===== src/hdl/dma_status_map.svh =====
// Register map and timing constants of the DMA status and time-out block.
// Assumes a 32-bit Avalon-MM slave with 12-bit byte addresses.
`ifndef DMA_STATUS_MAP_SVH
`define DMA_STATUS_MAP_SVH
// ----------------------------------------
// Sizes
// ----------------------------------------
`define CH_COUNT     10
`define ADDR_W       12
`define DATA_W       32
`define PSC_W        3
`define PSC_STRIDE   4
`define PSC_LOW_CH   8
`define PSC_BASE     4'h8
`define PSC_CNT_W    15
`define TOC_W        16
`define IRQ_W        20
`define RESET_WORD   32'h0000_0000
// ----------------------------------------
// Byte offsets
// ----------------------------------------
`define OFS_DONE     12'h424
`define OFS_ALIGN    12'h428
`define OFS_ACTIVE   12'h42C
`define OFS_PSC0     12'h430
`define OFS_TOEN     12'h434
`define OFS_TOIEN    12'h438
`define OFS_TOC01    12'h440
`define OFS_TOC23    12'h444
`define OFS_TOC45    12'h448
`define OFS_TOC67    12'h44C
`define OFS_TOC89    12'h450
`define OFS_TOFLAG   12'h454
`define OFS_SUMMARY  12'h458
`define OFS_IRQSTS   12'h45C
`define OFS_IRQMSK   12'h464
`define OFS_PSC1     12'h470
// ----------------------------------------
// Summary register bits
// ----------------------------------------
`define SUM_DONE_BIT  1
`define SUM_ALIGN_BIT 2
`endif


===== src/hdl/dma_status_pkg.sv =====
// Types shared by the DMA status and time-out block.
// Assumes the map header supplies all numeric constants.
package dma_status_pkg;
  // Per-channel events from the transfer engine, same clock
  typedef struct packed {
    logic accept;   // New request accepted
    logic done;     // Transfer completed
    logic halt;     // Channel paused or reset
    logic waiting;  // Enabled and waiting for a request
  } chan_evt_t;
  // Per-channel address low bits and width code
  typedef struct packed {
    logic [1:0] width;    // 0 byte, 1 half, 2 word
    logic [1:0] src_lsb;  // Source address bits 1:0
    logic [1:0] dst_lsb;  // Destination address bits 1:0
  } chan_addr_t;
  // Bus answer sequencer
  typedef enum logic {BUS_IDLE, BUS_ANSWER} bus_state_t;
endpackage : dma_status_pkg


===== src/hdl/dma_status_timeout.sv =====
// Status flags and peripheral request time-out of a ten-channel DMA.
// Assumes engine events on mclk; peripheral request lines are asynchronous.
`timescale 1ns/1ps
`include "dma_status_map.svh"

// Behaviour
// - Done flag sets on completion, write-one clears
// - Misalign flag follows address versus width check
// - Active flags read-only, writes ignored
// - Prescale code selects clock over 2^(8+code)
// - Prescale fields per nibble, channel seven top
// - Time-out runs only while enable bit set
// - Time-out interrupt only when irq enable set
// - Time-out after period count of ticks
// - Period counts paired, even low, odd high
// - Time-out flag sets, write-one clears
// - Read-only summary done flag from any channel
module dma_status_timeout
  import dma_status_pkg::*;
(
  input  wire logic                           mclk,
  input  wire logic                           resetn,
  input  wire logic                           ce,
  input  wire logic [`ADDR_W-1:0]             avs_address,
  input  wire logic                           avs_read,
  input  wire logic                           avs_write,
  input  wire logic [`DATA_W-1:0]             avs_writedata,
  input  wire logic [3:0]                     avs_byteenable,
  output logic      [`DATA_W-1:0]             avs_readdata,
  output logic                                avs_waitrequest,
  input  wire dma_status_pkg::chan_evt_t  [`CH_COUNT-1:0] chan_evt,
  input  wire dma_status_pkg::chan_addr_t [`CH_COUNT-1:0] chan_addr,
  input  wire logic [`CH_COUNT-1:0]           periph_req,
  output logic                                irq
);
  import dma_status_pkg::*;

  // ----------------------------------------
  // Helpers
  // ----------------------------------------
  // Byte enables widened to a bit mask
  function automatic logic [`DATA_W-1:0] be_mask(input logic [3:0] be);
    return {{8{be[3]}}, {8{be[2]}}, {8{be[1]}}, {8{be[0]}}};
  endfunction : be_mask

  // Keep unselected bytes of a register word
  function automatic logic [`DATA_W-1:0] merge(input logic [`DATA_W-1:0] old_w,
                                                input logic [`DATA_W-1:0] new_w,
                                                input logic [`DATA_W-1:0] m);
    return (old_w & ~m) | (new_w & m);
  endfunction : merge

  // Address not a multiple of the transfer width
  function automatic logic misaligned(input chan_addr_t a);
    case (a.width)
      2'h0:    return 1'b0;
      2'h1:    return a.src_lsb[0] | a.dst_lsb[0];
      default: return (|a.src_lsb) | (|a.dst_lsb);
    endcase
  endfunction : misaligned

  // Tick once every 2^(8+code) clocks: all bits below the span are ones
  function automatic logic psc_tick(input logic [`PSC_W-1:0] code,
                                    input logic [`PSC_CNT_W-1:0] cnt);
    logic [`PSC_CNT_W:0] span;
    span = (`PSC_CNT_W+1)'(1) << (`PSC_BASE + {1'b0, code});
    return &(cnt | ~(span[`PSC_CNT_W-1:0] - 1'b1));
  endfunction : psc_tick

  // ----------------------------------------
  // State
  // ----------------------------------------
  bus_state_t                  bus_state_reg;      // Answer sequencer
  logic [`DATA_W-1:0]          readdata_reg;       // Registered read data
  logic [`CH_COUNT-1:0]        done_flag_reg;      // Transfer-done flags
  logic [`CH_COUNT-1:0]        misalign_reg;       // Misalignment flags
  logic [`CH_COUNT-1:0]        active_reg;         // Channel-active flags
  logic [`CH_COUNT-1:0]        toen_reg;           // Time-out enables
  logic [`CH_COUNT-1:0]        toien_reg;          // Time-out irq enables
  logic [`CH_COUNT-1:0]        toflag_reg;         // Request time-out flags
  logic [`PSC_W-1:0]           prescale_reg [`CH_COUNT];
  logic [`TOC_W-1:0]           toc_reg      [`CH_COUNT];
  logic [`TOC_W-1:0]           to_cnt_reg   [`CH_COUNT];
  logic [`PSC_CNT_W-1:0]       psc_cnt_reg;        // Shared prescaler
  logic [`CH_COUNT-1:0]        req_meta_reg;       // Sync stage one
  logic [`CH_COUNT-1:0]        req_sync_reg;       // Sync stage two
  logic [`IRQ_W-1:0]           irq_status_reg;     // Sticky events
  logic [`IRQ_W-1:0]           irq_mask_reg;       // Event mask

  logic                        wr_fire;            // Write takes effect
  logic                        rd_fire;            // Read completes
  logic [`DATA_W-1:0]          wmask;              // Byte lane mask
  logic [`DATA_W-1:0]          w1c;                // Write-one bits
  logic [`DATA_W-1:0]          psc0_img;           // Prescale word 0
  logic [`DATA_W-1:0]          psc1_img;           // Prescale word 1
  logic [`DATA_W-1:0]          rd_word;            // Decoded read value
  logic [`CH_COUNT-1:0]        done_evt;           // Done pulses
  logic [`CH_COUNT-1:0]        tick;               // Per-channel ticks
  logic [`CH_COUNT-1:0]        to_run;             // Counter may run
  logic [`CH_COUNT-1:0]        to_hit;             // Time-out this cycle
  logic [`CH_COUNT-1:0]        done_clr;           // Software clears
  logic [`CH_COUNT-1:0]        toflag_clr;         // Software clears

  // ----------------------------------------
  // Avalon-MM slave, one wait state
  // ----------------------------------------
  // First request cycle stalls while read data is captured
  // A frozen block keeps stalling, so no answer is lost while ce is low
  assign avs_waitrequest = (avs_read | avs_write) & ~(ce & (bus_state_reg == BUS_ANSWER));
  assign wr_fire = ce & avs_write & (bus_state_reg == BUS_ANSWER);
  assign rd_fire = ce & avs_read & (bus_state_reg == BUS_ANSWER);
  assign wmask   = be_mask(avs_byteenable);
  assign w1c     = avs_writedata & wmask;
  assign avs_readdata = readdata_reg;

  // Sequencer: one answer per request
  always_ff @(posedge mclk) begin
    if (!resetn) begin
      bus_state_reg <= BUS_IDLE;
    end else if (ce) begin
      case (bus_state_reg)
        BUS_IDLE:   if (avs_read | avs_write) bus_state_reg <= BUS_ANSWER;
        BUS_ANSWER: bus_state_reg <= BUS_IDLE;
        default:    bus_state_reg <= BUS_IDLE;
      endcase
    end
  end

  // Register images of packed fields
  always_comb begin
    psc0_img = `RESET_WORD;
    psc1_img = `RESET_WORD;
    for (int i = 0; i < `CH_COUNT; i++) begin
      if (i < `PSC_LOW_CH) begin
        psc0_img[i*`PSC_STRIDE +: `PSC_W] = prescale_reg[i];
      end else begin
        psc1_img[(i-`PSC_LOW_CH)*`PSC_STRIDE +: `PSC_W] = prescale_reg[i];
      end
    end
  end

  // Read decode; unmapped offsets read zero
  always_comb begin
    rd_word = `RESET_WORD;
    case (avs_address)
      `OFS_DONE:    rd_word[`CH_COUNT-1:0] = done_flag_reg;
      `OFS_ALIGN:   rd_word[`CH_COUNT-1:0] = misalign_reg;
      `OFS_ACTIVE:  rd_word[`CH_COUNT-1:0] = active_reg;
      `OFS_PSC0:    rd_word = psc0_img;
      `OFS_PSC1:    rd_word = psc1_img;
      `OFS_TOEN:    rd_word[`CH_COUNT-1:0] = toen_reg;
      `OFS_TOIEN:   rd_word[`CH_COUNT-1:0] = toien_reg;
      `OFS_TOC01:   rd_word = {toc_reg[1], toc_reg[0]};
      `OFS_TOC23:   rd_word = {toc_reg[3], toc_reg[2]};
      `OFS_TOC45:   rd_word = {toc_reg[5], toc_reg[4]};
      `OFS_TOC67:   rd_word = {toc_reg[7], toc_reg[6]};
      `OFS_TOC89:   rd_word = {toc_reg[9], toc_reg[8]};
      `OFS_TOFLAG:  rd_word[`CH_COUNT-1:0] = toflag_reg;
      `OFS_SUMMARY: begin
        rd_word[`SUM_DONE_BIT]  = |done_flag_reg;
        rd_word[`SUM_ALIGN_BIT] = |misalign_reg;
      end
      `OFS_IRQSTS:  rd_word[`IRQ_W-1:0] = irq_status_reg;
      `OFS_IRQMSK:  rd_word[`IRQ_W-1:0] = irq_mask_reg;
      default:      rd_word = `RESET_WORD;
    endcase
  end

  // Capture read data one cycle ahead of the answer
  always_ff @(posedge mclk) begin
    if (!resetn) begin
      readdata_reg <= `RESET_WORD;
    end else if (ce && avs_read && bus_state_reg == BUS_IDLE) begin
      readdata_reg <= rd_word;
    end
  end

  // ----------------------------------------
  // Configuration registers
  // ----------------------------------------
  // Enables and irq mask
  always_ff @(posedge mclk) begin
    if (!resetn) begin
      toen_reg     <= '0;
      toien_reg    <= '0;
      irq_mask_reg <= '0;
    end else if (wr_fire) begin
      if (avs_address == `OFS_TOEN)
        toen_reg <= merge({22'h0, toen_reg}, avs_writedata, wmask)
                    [`CH_COUNT-1:0];
      if (avs_address == `OFS_TOIEN)
        toien_reg <= merge({22'h0, toien_reg}, avs_writedata, wmask)
                     [`CH_COUNT-1:0];
      if (avs_address == `OFS_IRQMSK)
        irq_mask_reg <= merge({12'h0, irq_mask_reg}, avs_writedata, wmask)
                        [`IRQ_W-1:0];
    end
  end

  // Prescale codes, one nibble per channel
  always_ff @(posedge mclk) begin
    if (!resetn) begin
      for (int i = 0; i < `CH_COUNT; i++) prescale_reg[i] <= '0;
    end else if (wr_fire) begin
      for (int i = 0; i < `CH_COUNT; i++) begin
        if (i < `PSC_LOW_CH && avs_address == `OFS_PSC0)
          prescale_reg[i] <= merge(psc0_img, avs_writedata, wmask)
                             [i*`PSC_STRIDE +: `PSC_W];
        if (i >= `PSC_LOW_CH && avs_address == `OFS_PSC1)
          prescale_reg[i] <= merge(psc1_img, avs_writedata, wmask)
                             [(i-`PSC_LOW_CH)*`PSC_STRIDE +: `PSC_W];
      end
    end
  end

  // Period counts, two channels per word
  always_ff @(posedge mclk) begin
    if (!resetn) begin
      for (int i = 0; i < `CH_COUNT; i++) toc_reg[i] <= '0;
    end else if (wr_fire) begin
      for (int k = 0; k < `CH_COUNT/2; k++) begin
        if (avs_address == `ADDR_W'(`OFS_TOC01 + 4*k)) begin
          // Even channel low half, odd channel high half
          {toc_reg[2*k+1], toc_reg[2*k]} <=
            merge({toc_reg[2*k+1], toc_reg[2*k]}, avs_writedata, wmask);
        end
      end
    end
  end

  // ----------------------------------------
  // Channel status flags
  // ----------------------------------------
  always_comb begin
    for (int i = 0; i < `CH_COUNT; i++) done_evt[i] = chan_evt[i].done;
  end
  assign done_clr   = (wr_fire && avs_address == `OFS_DONE) ?
                      w1c[`CH_COUNT-1:0] : '0;
  assign toflag_clr = (wr_fire && avs_address == `OFS_TOFLAG) ?
                      w1c[`CH_COUNT-1:0] : '0;

  // Done flags: a completion in the clear cycle wins
  always_ff @(posedge mclk) begin
    if (!resetn) begin
      done_flag_reg <= '0;
    end else if (ce) begin
      done_flag_reg <= (done_flag_reg & ~done_clr) | done_evt;
    end
  end

  // Misalignment follows the live addresses; writes do not alter it
  always_ff @(posedge mclk) begin
    if (!resetn) begin
      misalign_reg <= '0;
    end else if (ce) begin
      for (int i = 0; i < `CH_COUNT; i++)
        misalign_reg[i] <= misaligned(chan_addr[i]);
    end
  end

  // Active flags, hardware only; a new accept beats a clear
  always_ff @(posedge mclk) begin
    if (!resetn) begin
      active_reg <= '0;
    end else if (ce) begin
      for (int i = 0; i < `CH_COUNT; i++) begin
        if (chan_evt[i].accept)
          active_reg[i] <= 1'b1;
        else if (chan_evt[i].done || chan_evt[i].halt)
          active_reg[i] <= 1'b0;
      end
    end
  end

  // ----------------------------------------
  // Request time-out
  // ----------------------------------------
  // Peripheral request lines are asynchronous
  always_ff @(posedge mclk) begin
    if (!resetn) begin
      req_meta_reg <= '0;
      req_sync_reg <= '0;
    end else if (ce) begin
      req_meta_reg <= periph_req;
      req_sync_reg <= req_meta_reg;
    end
  end

  // Shared free-running prescaler; first tick after a restart may be
  // short by up to one tick, traded for a single counter
  always_ff @(posedge mclk) begin
    if (!resetn) begin
      psc_cnt_reg <= '0;
    end else if (ce) begin
      psc_cnt_reg <= psc_cnt_reg + 1'b1;
    end
  end

  // Per-channel tick, run and hit terms
  always_comb begin
    for (int i = 0; i < `CH_COUNT; i++) begin
      tick[i]   = psc_tick(prescale_reg[i], psc_cnt_reg);
      to_run[i] = toen_reg[i] & chan_evt[i].waiting & ~req_sync_reg[i];
      to_hit[i] = to_run[i] & tick[i] & (toc_reg[i] != '0) &
                  (to_cnt_reg[i] == toc_reg[i] - 1'b1);
    end
  end

  // Tick counters: restart on request or when idle
  always_ff @(posedge mclk) begin
    if (!resetn) begin
      for (int i = 0; i < `CH_COUNT; i++) to_cnt_reg[i] <= '0;
    end else if (ce) begin
      for (int i = 0; i < `CH_COUNT; i++) begin
        if (!to_run[i] || to_hit[i])
          to_cnt_reg[i] <= '0;
        else if (tick[i])
          to_cnt_reg[i] <= to_cnt_reg[i] + 1'b1;
      end
    end
  end

  // Time-out flags: event wins over write-one clear
  always_ff @(posedge mclk) begin
    if (!resetn) begin
      toflag_reg <= '0;
    end else if (ce) begin
      toflag_reg <= (toflag_reg & ~toflag_clr) | to_hit;
    end
  end

  // ----------------------------------------
  // Interrupt
  // ----------------------------------------
  // Bits 9:0 done events, 19:10 time-outs gated by their irq enable;
  // a read clears, an event in the same cycle survives
  always_ff @(posedge mclk) begin
    if (!resetn) begin
      irq_status_reg <= '0;
    end else if (ce) begin
      irq_status_reg <= ((rd_fire && avs_address == `OFS_IRQSTS) ?
                         '0 : irq_status_reg) |
                        {to_hit & toien_reg, done_evt};
    end
  end

  // Level output from registered status and mask
  assign irq = |(irq_status_reg & irq_mask_reg);

  // ----------------------------------------
  // Assertions
  // ----------------------------------------
  for (genvar g = 0; g < `CH_COUNT; g++) begin : g_chk
    a_done_sets: assert property (@(posedge mclk) disable iff (!resetn)
      ce && chan_evt[g].done |=> done_flag_reg[g])
      else $error("done flag not set");
    a_done_holds: assert property (@(posedge mclk) disable iff (!resetn)
      done_flag_reg[g] && !(ce && done_clr[g]) |=> done_flag_reg[g])
      else $error("done flag lost");
    a_misalign_byte: assert property (@(posedge mclk) disable iff (!resetn)
      ce && chan_addr[g].width == 2'h0 |=> !misalign_reg[g])
      else $error("byte transfer flagged misaligned");
    a_active_noset: assert property (@(posedge mclk) disable iff (!resetn)
      !active_reg[g] && !(ce && chan_evt[g].accept) |=> !active_reg[g])
      else $error("active set without accept");
    a_active_clears: assert property (@(posedge mclk) disable iff (!resetn)
      ce && chan_evt[g].done && !chan_evt[g].accept |=> !active_reg[g])
      else $error("active not cleared");
    a_tout_disabled: assert property (@(posedge mclk) disable iff (!resetn)
      !toen_reg[g] |-> !to_hit[g] ##1 !$rose(toflag_reg[g]) || toen_reg[g])
      else $error("time-out while disabled");
    a_tout_flag: assert property (@(posedge mclk) disable iff (!resetn)
      ce && to_hit[g] |=> toflag_reg[g])
      else $error("time-out flag not set");
    a_tout_irq_gate: assert property (@(posedge mclk) disable iff (!resetn)
      ce && to_hit[g] && !toien_reg[g] && !irq_status_reg[`CH_COUNT+g]
      |=> !irq_status_reg[`CH_COUNT+g])
      else $error("time-out irq without enable");
    a_req_restart: assert property (@(posedge mclk) disable iff (!resetn)
      ce && req_sync_reg[g] |=> to_cnt_reg[g] == '0)
      else $error("counter not restarted");
    a_tick_span: assert property (@(posedge mclk) disable iff (!resetn)
      tick[g] && prescale_reg[g] == 3'h0 |-> &psc_cnt_reg[7:0])
      else $error("tick off period");
    a_tout_count: assert property (@(posedge mclk) disable iff (!resetn)
      to_hit[g] |-> to_cnt_reg[g] + 1'b1 == toc_reg[g])
      else $error("time-out at wrong count");
  end

  a_psc_layout: assert property (@(posedge mclk) disable iff (!resetn)
    wr_fire && avs_address == `OFS_PSC0 && avs_byteenable[3]
    |=> prescale_reg[7] == $past(avs_writedata[30:28]))
    else $error("prescale field misplaced");
  a_toc_layout: assert property (@(posedge mclk) disable iff (!resetn)
    wr_fire && avs_address == `OFS_TOC01 && (&avs_byteenable)
    |=> toc_reg[1] == $past(avs_writedata[31:16]))
    else $error("period count misplaced");

endmodule : dma_status_timeout


===== config.mk =====
export PLATFORM = sky130hd
export DESIGN_NAME = dma_status_timeout
export DESIGN_NICKNAME = d
export VERILOG_FILES = /design/src/hdl/dma_status_pkg.sv /design/src/hdl/dma_status_timeout.sv
export VERILOG_INCLUDE_DIRS = /design/src /design/src/hdl
export SDC_FILE = /design/constraint.sdc
export NUM_CORES = 1
export LEC_CHECK = 0
export ABC_AREA = 1
export BUFFER_PORTS_ARGS = -buffer_cell sky130_fd_sc_hd__buf_2
export CELL_PAD_IN_SITES_DETAIL_PLACEMENT = 1
export CELL_PAD_IN_SITES_GLOBAL_PLACEMENT = 2
export CORE_UTILIZATION = 32
export DETAILED_ROUTE_END_ITERATION = 10
export PLACE_DENSITY_LB_ADDON = 0.1
export SYNTH_ARGS = -nofsm -noshare
export SYNTH_HDL_FRONTEND = slang
export SYNTH_SLANG_ARGS = --single-unit

===== constraint.sdc =====
create_clock -name mclk -period 3.2 [get_ports mclk]
set_input_delay 0.16 -clock mclk [delete_from_list [all_inputs] [get_ports mclk]]
set_output_delay 0.16 -clock mclk [all_outputs]
set_load 0.01 [all_outputs]

# After elaboration in Yosys (flattened, before gate mapping)
# Memories as Yosys holds them, arrays and structs flattened.
# Index checks and enable logic that the tools add are counted.
# word_totals
ram_bits	190
out_inout_bits	34
mem_count	2
register_bits	328
# mem_list
name	words	word_bits	read_ports	rd_clocked_by_memory_dff	write_ports	line_no	rtl
to_cnt_reg	10	16	10	0	10	dma_status_timeout.sv:83	logic [`TOC_W-1:0] to_cnt_reg [`CH_COUNT];
prescale_reg	10	3	10	0	10	dma_status_timeout.sv:81	logic [`PSC_W-1:0] prescale_reg [`CH_COUNT];
# classes
reduce_logical	116
muxes	169
n_eq_ne	36
shifts	10
bitwise_logic	170
add_sub_neg	41
# op_table
operator	n
$mux W16	20
$and A32 B32 Y32	6
$eq A12 B11 Y1 const B	16
$add A16 B1 Y16 const B	10
$eq A16 B16 Y1	10
$or A32 B32 Y32	5
$reduce_bool A16 Y1	10
$sub A16 B1 Y16 const B	10
$not A15 Y15	10
$or A15 B15 Y15	10
$reduce_and A15 Y1	10
$shl A1 B4 Y15 const A	10
$sub A15 B1 Y15 const B	10
$mux W1	120
$pmux W7 S15	1
$pmux W10 S8	1
$pmux W12 S6	1
$and A1 B1 Y1	56
$or A1 B1 Y1	51
$and A10 B10 Y10	5
$add A4 B3 Y4 const A	10
$and A20 B20 Y20	2
$or A10 B10 Y10	4
$or A20 B20 Y20	2
24 further kinds	152

# Longest topological paths before layout
# An unclocked memory read counts as a cell.
# logic_depth
ltp_word	17
mapped_depth	17
mapped_depth_nobuf	17

# Worst setup path after synthesis
# OpenSTA, ideal clock, no wires.
# synth_path
path_type	input-to-reg
startpoint	input port avs_address[9]
endpoint	memory prescale_reg[0][0] (netlist name) (enable)
arrival_time_ps	2539
required_ps	2762
path_slack_ps	222
path_stages	6
n_path_buf	1
setup_time_ps	438
path_cell_list	nor2_2 > nand3_4 > buf_6 > nor2_4 > nand2_1 > o21ai_0
# synth_lines
element	line_no	rtl
start, declared	dma_status_timeout.sv:24	input wire logic [`ADDR_W-1:0] avs_address,
end, declared	dma_status_timeout.sv:81	

==> impl_metrics.env <==
export IMPL_drc=0
export IMPL_dp_slack_ns=0.292
export IMPL_tns_ns=0
export IMPL_routed_wirelength_mm=138
export IMPL_cellPowerDensity_nw_per_um2=430
export IMPL_cts_max_level=3
export IMPL_synth_area_leaders="dfxtp_1 (20%), edfxtp_1 (18%), nand2_1 (12%)"
export IMPL_grt_pass1_wl_mm=203
export IMPL_dr_pass1_iters=5
export IMPL_grtUsageTotal_pct=26.5
export IMPL_antenna_found_initial=17
export IMPL_post_drt_wl_per_cell_um=22.0
export IMPL_grt_ovfl_total=0
export IMPL_root_buffer="clkbuf_16"
export IMPL_coreArea_sq_um=100000
export IMPL_insertion_delay_ns=0.66
export IMPL_ys_types=58
export IMPL_worst_pin_slew_ns=0.845
export IMPL_die_w_um=320
export IMPL_synth_area_leader_cell="dfxtp_1"
export IMPL_setup_ws_ns=0.252
export IMPL_fin_area_sq_um=38100
export IMPL_io_buffers=196
export IMPL_hold_viol=0
export IMPL_async_flop_share_pct=0
export IMPL_synth_cells=4625
export IMPL_drt_initial_drc_count=2106
export IMPL_layout_min_cycle_time_ns=2.95
export IMPL_power_switching_mw=4.30
export IMPL_critical_path_class="register to register"
export IMPL_place_inst=6063
export IMPL_start_util_pct=32.3
export IMPL_synth_flop_cell="dfxtp_1"
export IMPL_syn_area_per_cell_sq_um=7.00
export IMPL_end_kind="register"
export IMPL_ir_drop_mv=0.377
export IMPL_seqPwrFrac_pct=43.8
export IMPL_dieArea_sq_um=102000
export IMPL_cts_tree="done"
export IMPL_post_route_period_util_pct=92.1
export IMPL_cts_buffers=69
export IMPL_fmax_mhz=339
export IMPL_placed_area_sq_um=35000
export IMPL_grt_max_degree=131
export IMPL_slew_headroom_pct=42.2
export IMPL_final_cell_mix="nand2_1 (1057), nor2_1 (639), inv_1 (526)"
export IMPL_drive_gt1_share_pct=12.3
export IMPL_p_comb_share_pct=7.5
export IMPL_startpoint_type="register"
export IMPL_rsz0062_at_grt="no"
export IMPL_area_growth_syn_to_layout_pct=17.7
export IMPL_synth_edf_count=190
export IMPL_min_path_type="input pin to register"
export IMPL_p_leak_nw=16.5
export IMPL_via_per_inst=5.05
export IMPL_die_h_um=320
export IMPL_crit_required_ns=3.52
export IMPL_first_global_vias=30700
export IMPL_final_common_cell="nand2_1"
export IMPL_finalSetupViolCount=0
export IMPL_cts_setup_buffers=0
export IMPL_routed_via_count=31700
export IMPL_critPathArrivalTime_ns=3.27
export IMPL_status="completed"
export IMPL_finClkSkew_ns=0.0311
export IMPL_gp_congestion=0.895
export IMPL_netlist_area_sq_um=32400
export IMPL_synth_seq_cells=518
export IMPL_cts_num_sinks=518
export IMPL_slew_viol_final=0
export IMPL_clock_power_share_pct=48.7
export IMPL_cp_max_fo=16
export IMPL_swShare_pct=26.2
export IMPL_num_rows=116
export IMPL_clk_pin_slew_ns=0.06
export IMPL_internal_power_mw=12.1
export IMPL_drtAntennaViolNets=0
export IMPL_report_power_total_mw=16.4
export IMPL_hpwl_mm=107
export IMPL_layout_nets=5112
export IMPL_io_pins=197
export IMPL_clk_path_buf_depth=3
export IMPL_yosysSeqAreaShare_pct=37.9
export IMPL_final_cells=6275
export IMPL_post_route_util_pct=38.1
export IMPL_yosys_warnings=0
export IMPL_synth_top_area_share_pct=20.3
export IMPL_syn_nets=4817
export IMPL_timing_hold_ws_ns=0.0362
export IMPL_drv_cap=0
-- synthesized netlist by cell type, types with 3 or more instances --
library cell	instances
inv_1	528
nor2_8	3
xnor2_1	83
nand2_4	7
nand3b_4	3
nand3_1	258
nand2_2	25
ha_1	29
o21ai_1	34
nor4_1	9
a31oi_1	3
nand3b_1	42
edfxtp_1	190
a211oi_1	13
clkbuf_1	63
nor3b_1	3
nand4_1	54
buf_4	3
nand3_2	17
or2_2	6
o21bai_1	5
nor2_4	18
buf_6	14
nand3_4	9
nor2_2	88
buf_1	6
buf_8	4
or2_1	3
nor3_1	39
buf_2	44
a221oi_1	3
o22ai_1	79
inv_2	22
nor2_1	639
nor3_2	15
xnor3_1	3
a21oi_1	341
o21ai_0	346
xor2_1	164
nand2_1	1057
dfxtp_1	328
-- worst paths after layout --
kind         cells after the start                               to                             start  slack [ns]
max                             17  to_cnt_reg[1][13]$_SDFFCE_PN0P_  prescale_reg[1][1]$_SDFFCE_PN0P_        0.25
min                              3                         register                 avs_byteenable[3]        0.04
max reg2reg                     17  to_cnt_reg[1][13]$_SDFFCE_PN0P_  prescale_reg[1][1]$_SDFFCE_PN0P_        0.25
min reg2reg                      2     avs_readdata[8]$_SDFFE_PN0P_      avs_readdata[8]$_SDFFE_PN0P_        0.46
-- final cells by class --
class                           count  area (sq um)
Antenna cell                        1          2.50
Clock inverter                     25           218
Timing Repair Buffer              360          2520
Fill cell                       12600         62000
Inverter                          554          2090
Sequential cell                   518         12300
Tap cell                         1298          1620
Multi-Input combinational cell   3417         17300
Clock buffer                      102          2100
-- power groups by stage --
stage / sequential [mW] / clock [mW] / combinational, mW
floorplan: 7.24 / 0 / 0.653
global placement: 7.32 / 0 / 1.13
detailed placement: 7.32 / 0 / 1.15
CTS: 7.18 / 8.16 / 1.23
global route: 7.21 / 8.36 / 1.36
finish: 7.18 / 7.98 / 1.24
-- what timing repair did --
item | CTS | global route
gates resized for setup | 0 | 0
endpoints found under the hold margin | 155 | 0
hold buffers | 84 | 0
-- worst max-delay path: stages, from the launching register on --
cell and delay, ns:
edfxtp_1 0.53, inv_1 0.13, nand3_1 0.10, ha_1 0.29, or2_2 0.09, nand3_1 0.07, nor2_1 0.12, nand2_1 0.06
nor2_1 0.30, nand2_1 0.09, nor2_1 0.13, nand2_1 0.11, inv_2 0.09, nand2_4 0.07, nand2_1 0.06, nand2_1 0.05
nand2_1 0.07, buf_4 0.24
-- layer usage --
metal	up-vias	share of wire [%]	wire length, um	track usage (%)
li1	15600	-	-	-
met1	15100	50	68700	39.1
met2	731	42	58100	39.6
met3	167	5.9	8200	4.84
met4	14	2.1	2960	6.02
met5	-	0.059	81	0
-- cells by family (layout without fill, tap and decap cells) --
logic type / Yosys count / count (layout) / synth area share [%]
buffers and inverters: 690 / 1041 / 8.70
xor gates and xnor gates: 251 / 251 / 6.97
other: 0 / 1 / 0
DFF: 518 / 518 / 37.9
adders and majority gates: 29 / 29 / 1.12
AOI/OAI and AO/OA: 835 / 835 / 13.5
and+or+nand+nor: 2302 / 2302 / 31.8
Note: power is estimated with default switching activity, not from simulation.
